===== src/verilog/cell_ram_pkg.sv =====
`default_nettype none
package cell_ram_pkg;
	localparam int          ADDR_W       = 4;
	localparam int          DEPTH        = 16;
	localparam logic        MEM_RST_VAL  = 1'h0;
	localparam logic        WCLK_RST_VAL = 1'h0;
	localparam int          WCLK_PULSE_MAX_MS = 1;

	typedef enum logic [1:0] {
		MODE_LEVEL,
		MODE_EDGE,
		MODE_DUAL
	} mem_mode_e;

	typedef enum logic [1:0] {
		ORG_16X2,
		ORG_32X1,
		ORG_16X1
	} mem_org_e;
endpackage
`default_nettype wire


===== src/verilog/lut_if.sv =====
`default_nettype none
interface lut_if #(parameter int AW = 4);
	logic          we;
	logic [AW-1:0] waddr;
	logic          wdata;
	logic [AW-1:0] raddr;
	logic          rdata;

	modport ctrl (output we, output waddr, output wdata, output raddr, input rdata);
	modport mem  (input we, input waddr, input wdata, input raddr, output rdata);
endinterface
`default_nettype wire


===== src/verilog/lut_store.sv =====
`default_nettype none
module lut_store #(
	parameter int DEPTH = 16
) (
	// Clock and reset
	input  wire logic i_clk_sys,
	input  wire logic i_srst,
	// Table access
	lut_if.mem        bus
);
	import cell_ram_pkg::*;

	logic [DEPTH-1:0] mem_ff;

	always_ff @(posedge i_clk_sys) begin
		if (i_srst) begin
			mem_ff <= {DEPTH{MEM_RST_VAL}};
		end else if (bus.we) begin
			mem_ff[bus.waddr] <= bus.wdata;
		end
	end

	// Read is combinational from the stored bits
	assign bus.rdata = mem_ff[bus.raddr];
endmodule
`default_nettype wire


===== src/verilog/logic_cell_distributed_ram.sv =====
// Functional notes
// - The two tables act as a 16x2, 32x1 or 16x1 memory depending on the organisation selected.
// - Dual-port mode joins both tables into one 16x1 array with one write port and two read ports.
// - The dual-port array accepts a read and a write in the same cycle at any two addresses or the same one.
// - Dual-port writes happen only on a write clock edge, never on the strobe level.
// - The primary address reads and writes the first table and the single-port output shows that bit, except in the 32x1 upper half where both use the second table.
// - In dual mode the second read address reads the second table onto the second output while its write address stays primary.
// - In dual mode and 16x1 a write edge with the strobe high stores the data bit at the primary address in both tables alike.
// - In level mode a high strobe writes transparently, so data changes during it overwrite the location.
// - In level mode an address change under a high strobe writes the new location at the next clock edge and no other location.
// - The second data input is data for the second table in 16x2 only and the fifth address bit in 32x1; 16x1 writes the first data bit to both tables.
`default_nettype none
module logic_cell_distributed_ram (
	// Clock and reset
	input  wire logic                           i_clk_sys,
	input  wire logic                           i_srst,
	// Configuration
	input  wire cell_ram_pkg::mem_mode_e        i_mode,
	input  wire cell_ram_pkg::mem_org_e         i_org,
	// Write side
	input  wire logic                           i_write_clock,
	input  wire logic                           i_write_strobe,
	input  wire logic                           i_first_data_control_input,
	input  wire logic                           i_second_data_control_input,
	input  wire logic [cell_ram_pkg::ADDR_W-1:0] i_address,
	// Second read port
	input  wire logic [cell_ram_pkg::ADDR_W-1:0] i_second_read_address,
	// Read outputs
	output logic                                o_single_port_read_out,
	output logic                                o_second_port_read_out
);
	import cell_ram_pkg::*;

	logic     wclk_ff;
	logic     wclk_rise;
	logic     wr;
	logic     dual;
	logic     hi_half;
	mem_org_e org_eff;

	lut_if #(.AW(ADDR_W)) f_bus ();
	lut_if #(.AW(ADDR_W)) g_bus ();

	// Write clock is sampled; its rising edge is the active edge
	always_ff @(posedge i_clk_sys) begin
		if (i_srst) begin
			wclk_ff <= WCLK_RST_VAL;
		end else begin
			wclk_ff <= i_write_clock;
		end
	end

	always_comb begin
		wclk_rise = i_write_clock & ~wclk_ff;
		dual      = (i_mode == MODE_DUAL);
		org_eff   = dual ? ORG_16X1 : i_org;
		hi_half   = (org_eff == ORG_32X1) & i_second_data_control_input;
		if (i_mode == MODE_LEVEL) begin
			wr = i_write_strobe;
		end else begin
			wr = i_write_strobe & wclk_rise;
		end
		// Both tables share the primary write address
		f_bus.waddr = i_address;
		g_bus.waddr = i_address;
		f_bus.wdata = i_first_data_control_input;
		g_bus.wdata = (org_eff == ORG_16X2) ? i_second_data_control_input : i_first_data_control_input;
		f_bus.we    = wr & ~hi_half;
		g_bus.we    = wr & ((org_eff != ORG_32X1) | hi_half);
		f_bus.raddr = i_address;
		g_bus.raddr = dual ? i_second_read_address : i_address;
		// Outputs are plain muxes of the stored bits
		o_single_port_read_out = hi_half ? g_bus.rdata : f_bus.rdata;
		o_second_port_read_out = g_bus.rdata;
	end

	lut_store #(.DEPTH(DEPTH)) u_table_f (
		.i_clk_sys (i_clk_sys),
		.i_srst    (i_srst),
		.bus       (f_bus)
	);

	lut_store #(.DEPTH(DEPTH)) u_table_g (
		.i_clk_sys (i_clk_sys),
		.i_srst    (i_srst),
		.bus       (g_bus)
	);

	a_dual_copies_match: assert property (
		@(posedge i_clk_sys) disable iff (i_srst)
		(i_mode == MODE_DUAL && wclk_rise && i_write_strobe)
		##1 (i_mode == MODE_DUAL && i_second_read_address == $past(i_address) && i_address == $past(i_address))
		|-> (o_single_port_read_out == $past(i_first_data_control_input)
			&& o_second_port_read_out == $past(i_first_data_control_input)))
		else $error("dual write did not reach both tables");

	// Copies only agree for words written in dual mode or in 16x1, so look right after a dual write
	a_dual_same_addr: assert property (
		@(posedge i_clk_sys) disable iff (i_srst)
		(i_mode == MODE_DUAL && wclk_rise && i_write_strobe)
		##1 (i_mode == MODE_DUAL && i_address == $past(i_address) && i_address == i_second_read_address)
		|-> (o_single_port_read_out == o_second_port_read_out))
		else $error("dual tables disagree at one address");

	a_dual_no_level: assert property (
		@(posedge i_clk_sys) disable iff (i_srst)
		(i_mode == MODE_DUAL && i_write_strobe && !wclk_rise)
		##1 (i_mode == MODE_DUAL && $stable(i_address))
		|-> $stable(o_single_port_read_out))
		else $error("dual mode wrote without a write clock edge");

	a_edge_no_write: assert property (
		@(posedge i_clk_sys) disable iff (i_srst)
		(i_mode == MODE_EDGE && i_org == ORG_16X1 && !wclk_rise)
		##1 (i_mode == MODE_EDGE && i_org == ORG_16X1 && $stable(i_address))
		|-> $stable(o_single_port_read_out))
		else $error("edge mode changed data without an edge");

	a_level_transparent: assert property (
		@(posedge i_clk_sys) disable iff (i_srst)
		(i_mode == MODE_LEVEL && i_org == ORG_16X1 && i_write_strobe)
		##1 (i_mode == MODE_LEVEL && i_org == ORG_16X1 && i_address == $past(i_address))
		|-> (o_single_port_read_out == $past(i_first_data_control_input)))
		else $error("level write not transparent");

	a_level_addr_move: assert property (
		@(posedge i_clk_sys) disable iff (i_srst)
		(i_mode == MODE_LEVEL && i_org == ORG_16X1 && i_write_strobe && $changed(i_address))
		##1 (i_mode == MODE_LEVEL && i_org == ORG_16X1 && i_address == $past(i_address))
		|-> (o_second_port_read_out == $past(i_first_data_control_input)))
		else $error("new address not written under strobe");

	a_org_two_bits: assert property (
		@(posedge i_clk_sys) disable iff (i_srst)
		(i_mode == MODE_EDGE && i_org == ORG_16X2 && wclk_rise && i_write_strobe)
		##1 (i_mode == MODE_EDGE && i_org == ORG_16X2 && i_address == $past(i_address))
		|-> (o_single_port_read_out == $past(i_first_data_control_input)
			&& o_second_port_read_out == $past(i_second_data_control_input)))
		else $error("16x2 word not stored");

	a_org_upper_half: assert property (
		@(posedge i_clk_sys) disable iff (i_srst)
		(i_mode == MODE_EDGE && i_org == ORG_32X1 && wclk_rise && i_write_strobe && i_second_data_control_input)
		##1 (i_mode == MODE_EDGE && i_org == ORG_32X1 && i_second_data_control_input
			&& i_address == $past(i_address))
		|-> (o_single_port_read_out == $past(i_first_data_control_input)))
		else $error("32x1 upper half not stored");

	a_org_lower_half: assert property (
		@(posedge i_clk_sys) disable iff (i_srst)
		(i_mode == MODE_EDGE && i_org == ORG_32X1 && wclk_rise && i_write_strobe
			&& !i_second_data_control_input)
		##1 (i_mode == MODE_EDGE && i_org == ORG_32X1 && !i_second_data_control_input
			&& i_address == $past(i_address))
		|-> (o_single_port_read_out == $past(i_first_data_control_input)))
		else $error("32x1 lower half not stored");

	a_level_upper_half: assert property (
		@(posedge i_clk_sys) disable iff (i_srst)
		(i_mode == MODE_LEVEL && i_org == ORG_32X1 && i_write_strobe && i_second_data_control_input)
		##1 (i_mode == MODE_LEVEL && i_org == ORG_32X1 && i_second_data_control_input
			&& i_address == $past(i_address))
		|-> (o_single_port_read_out == $past(i_first_data_control_input)))
		else $error("level 32x1 upper half not stored");

	a_level_two_bits: assert property (
		@(posedge i_clk_sys) disable iff (i_srst)
		(i_mode == MODE_LEVEL && i_org == ORG_16X2 && i_write_strobe)
		##1 (i_mode == MODE_LEVEL && i_org == ORG_16X2 && i_address == $past(i_address))
		|-> (o_single_port_read_out == $past(i_first_data_control_input)
			&& o_second_port_read_out == $past(i_second_data_control_input)))
		else $error("level 16x2 word not stored");

	a_edge_single_word: assert property (
		@(posedge i_clk_sys) disable iff (i_srst)
		(i_mode == MODE_EDGE && i_org == ORG_16X1 && wclk_rise && i_write_strobe)
		##1 (i_mode == MODE_EDGE && i_org == ORG_16X1 && i_address == $past(i_address))
		|-> (o_single_port_read_out == $past(i_first_data_control_input)
			&& o_second_port_read_out == $past(i_first_data_control_input)))
		else $error("16x1 edge write not stored");

	// Organisation input must not matter once the cell is in dual mode
	a_dual_org_ignored: assert property (
		@(posedge i_clk_sys) disable iff (i_srst)
		(i_mode == MODE_DUAL && wclk_rise && i_write_strobe)
		##1 (i_mode == MODE_DUAL && i_address == $past(i_address))
		|-> (o_single_port_read_out == $past(i_first_data_control_input)))
		else $error("dual write depended on organisation");

	a_dual_second_port: assert property (
		@(posedge i_clk_sys) disable iff (i_srst)
		(i_mode == MODE_DUAL && wclk_rise && i_write_strobe)
		##1 (i_mode == MODE_DUAL && i_second_read_address == $past(i_address))
		|-> (o_second_port_read_out == $past(i_first_data_control_input)))
		else $error("second port missed the written word");

	// Without a strobe in the clocked modes nothing stored may move
	a_idle_no_change: assert property (
		@(posedge i_clk_sys) disable iff (i_srst)
		(i_mode != MODE_LEVEL && !i_write_strobe)
		##1 (i_mode == $past(i_mode) && i_org == $past(i_org) && $stable(i_address)
			&& $stable(i_second_read_address) && $stable(i_second_data_control_input))
		|-> ($stable(o_single_port_read_out)
			&& $stable(o_second_port_read_out)))
		else $error("stored bit moved without a strobe");

	// Reset clears every cell, so both reads show zero one edge later
	a_reset_clears_cells: assert property (
		@(posedge i_clk_sys)
		i_srst
		|=> (!o_single_port_read_out && !o_second_port_read_out))
		else $error("cells not cleared by reset");
endmodule
`default_nettype wire


===== config.mk =====
export PLATFORM = sky130hd
export DESIGN_NAME = logic_cell_distributed_ram
export DESIGN_NICKNAME = d
export VERILOG_FILES = /design/src/verilog/cell_ram_pkg.sv /design/src/verilog/lut_if.sv /design/src/verilog/lut_store.sv /design/src/verilog/logic_cell_distributed_ram.sv
export SDC_FILE = /design/constraint.sdc
export NUM_CORES = 1
export LEC_CHECK = 0
export ABC_AREA = 1
export BUFFER_PORTS_ARGS = -buffer_cell sky130_fd_sc_hd__buf_2
export CAP_MARGIN = 25
export CORE_MARGIN = 2
export CORE_UTILIZATION = 48
export CTS_CLUSTER_DIAMETER = 50
export DETAILED_ROUTE_END_ITERATION = 7
export PLACE_DENSITY = 0.74
export REMOVE_ABC_BUFFERS = 1
export SETUP_SLACK_MARGIN = 0.3
export SLEW_MARGIN = 30
export SYNTH_ARGS = -nofsm -noshare
export SYNTH_HDL_FRONTEND = slang
export SYNTH_SLANG_ARGS = --single-unit

===== constraint.sdc =====
create_clock -name i_clk_sys -period 2.85 [get_ports i_clk_sys]
set_input_delay 0.285 -clock i_clk_sys [delete_from_list [all_inputs] [get_ports i_clk_sys]]
set_output_delay 0.285 -clock i_clk_sys [all_outputs]
set_load 0.05 [all_outputs]

==> results.md <==
- Status: finished, final reports clean
- Setup Crit Path Kind: primary input to primary output
- HPWL after DPL: 3320 um
- Inserted Clock Buffers: 5
- Post-CTS Resized: 0
- Setup crit end kind: primary output
- Final Max Tran Viols: 0
- Flop pwr share: 0.466
- Gpl congestion: 0.866
- Clock transition at path regs: 70 ps
- Vias in the first global route: 1636
- Largest net degree at the start of global routing: 34
- Critical path's largest stage delay: 250 ps
- Period utilisation layout: 0.683
- Pwr dens: ~470 nW/um^2
- Slew @ Worst Pin: 691 ps
- Yosys warning count: 0
- Worst setup SP type: primary input
- Starting density of the core: 0.490
- Synth Flop Type: dfxtp_1
- Area leader, netlist: dfxtp_1
- CTS tree: done
- Fin Setup TNS: 0 ps
- Top cells by count, synth: nand2_1, nand3_1, dfxtp_1
- Largest cells by area after synthesis: dfxtp_1, nand2_1, nand3_1
- Post-CTS setup buffer count: 0
- Slew headroom: 0.539
- Reg-to-reg startpoint: wclk_ff$_SDFF_PP0_
- Placed instance area: just over 2000 um^2
- Hold Path Class: primary input to register
- Fillers: 396
- P_leak: 0.000824 uW
- Routed wire length: 4640 um
- Initial antenna violation count: 0
- Clk buf depth: 2
- Critical path origin: i_mode[0]
- Critical Path Sink: o_single_port_read_out
- 1st-pass router iterations: 4
- Final #Nets: approximately 330
- DR vias/cell: 5.33
- Design area: approximately 2100 um^2
- Critical Path RT: 2570 ps
- Die Ht: between 60 and 70 um
- Final setup viols: 0
- Die width: 67.5 um
- Switching Fraction: 0.277
- Hold Buf Count CTS: 0
- Max_cap viols: 0
- FF+latch count, synth: 33
- Post-synth ARST share: 0
- Reg2reg setup slack: 1210 ps
- Synthesized instance count: 300
- Mapped cell area: 1930 um^2
- Syn_area_per_cell: 6.44 um^2
- Wire length per cell: 12.7 um
- Count of cell types in the netlist: 26
- Area grow syn2layout: 9.51%
- Max Clock Skew: 7.73 ps
- Buffers on Ports: 19
- Hold wc startpoint: i_write_clock
- Final hold violations: 0
- Total grt overflow: 0
- Peak Freq: 514 MHz
- Clock Sinks: 33
- DRC violations left: 0
- Overall routing resource usage: 0.222
- Worst-Skew Late Latency: between 200 and 300 ps
- Starting DRT DRC Count: roughly 170
- Switch Pwr: 278 uW
- Layout cells sized above 1: 0.117
- CORE AREA: 3940 um^2
- Slowest-stage cell, CP: buf_2
- CTS root buf: clkbuf_8
- IO Pins: 20
- Logic pwr share: 0.145
- Peak supply drop: 0.269 mV
- Via count: 1952
- Pint: a little over 700 uW
- N_diodes: 0
- Post-synth EDFFs: 0
- Arr. time, crit path: 1660 ps
- DRT antenna net count: 0
- Top cell type's share of synthesized area: 0.342
- Worst path cell trace: buf_2, inv_2, nand2_2, nand2_4, nand3_1, nand2_1, nand2_1, nand3_1, nand3_1, nand2_1, nand2_1, nand2_1, buf_2
- Crit-path max FO: 13
- RSZ-0062 raised after global routing: no
- Worst-case reg-to-reg path depth: 7
- H-tree depth: 2
- Die area: 4550 um^2
- Most Frequent Cell on Critical Path: nand2_1
- Minimum clock period: 1950 ps
- Clock network fraction of design power: 0.389
- R2R Path End: u_table_g.mem_ff[4]$_SDFFE_PP0P_
- First-pass GRT wire length: 7650 um
- Cell with the most instances after synthesis: nand2_1
- Std cell rows: 23
- Seq/Total Area, Yosys: 0.342
[cells in the final DEF (no fill, tap or decap), drive strengths merged]
cell / synthesis / final
nand3: 50 / 50
clkinv: 0 / 1
nand4: 3 / 3
o22ai: 2 / 2
a22oi: 4 / 4
nand3b: 2 / 2
and2: 1 / 1
a21oi: 29 / 29
o21bai: 5 / 5
o21a: 2 / 2
a211oi: 4 / 4
a31oi: 1 / 1
nor2: 30 / 30
buf: 9 / 21
dfxtp: 33 / 33
nand2: 88 / 88
o21ai: 4 / 4
inv: 29 / 29
clkbuf: 4 / 7
[per-layer routing]
| metal | GRT usage | share of wire |
|---|---|---|
| met1 | 0.315 | 0.49 |
| met2 | 0.336 | 0.45 |
| met3 | 0.0500 | 0.053 |
| met4 | 0.0612 | 0.0090 |
| met5 | 0 | 0 |
[flip-flops by register name, summed over array words and instances (netlist names)]
signal            count
u_table_f.mem_ff     16
u_table_g.mem_ff     16
wclk_ff               1
[metrics by stage]
step / utilization / total power [uW] / hold WS, ps / setup WS, ps / std cells
2_1_floorplan: - / 569 / 354 / 787 / 287
5_1_grt: 0.537 / 1050 / 228 / 729 / 366
6_report: 0.537 / 1000 / 212 / 905 / 366
4_1_cts: 0.537 / 1010 / 207 / 906 / 366
3_5_place_dp: 0.511 / 623 / 446 / 909 / 358
3_3_place_gp: 0.511 / 622 / 442 / 903 / 358
[worst max-delay path, delay by kind of cell]
| family | cells | cell delay (ps) |
|---|---|---|
| buffers and inverters | 3 | 430 |
| and+or+nand+nor | 10 | 960 |
[area by class of cell]
class / count / area [um^2] / share of cell area
multi-input cells: 225 / 1070 / 0.507
clock buffers: 7 / 96.3 / 0.0455
well taps: 50 / 62.6 / 0.0296
inverters: 29 / 109 / 0.0514
repair buffers: 21 / 110 / 0.0520
clock inverters: 1 / 5.00 / 0.00236
flip-flops and latches: 33 / 661 / 0.312
[worst min-delay path by stage]
stage | to | slack [ps] | depth (start not counted)
global placement | u_table_g.mem_ff[2]$_SDFFE_PP0P_ | 440 | 2
CTS | wclk_ff$_SDFF_PP0_ | 210 | 3
detailed placement | u_table_g.mem_ff[3]$_SDFFE_PP0P_ | 450 | 2
floorplan | u_table_f.mem_ff[0]$_SDFFE_PP0P_ | 350 | 1
global route | wclk_ff$_SDFF_PP0_ | 230 | 3
finish | wclk_ff$_SDFF_PP0_ | 210 | 3
[cell families (layout without fill, tap and decap cells)]
group,count (synthesis),in the layout,synth area share
flops,33,33,0.342
buf+inv,42,58,0.103
simple gates,174,174,0.392
compound gates,51,51,0.163
[power groups by stage]
stage	logic, uW	registers [uW]	clock network, uW
after floorplan	91.3	478	0
after global placement	143	479	0
after detailed placement	144	479	0
after CTS	145	468	401
after global routing	162	468	422
final	146	468	390
No activity file was read; power rests on OpenSTA's default activity.
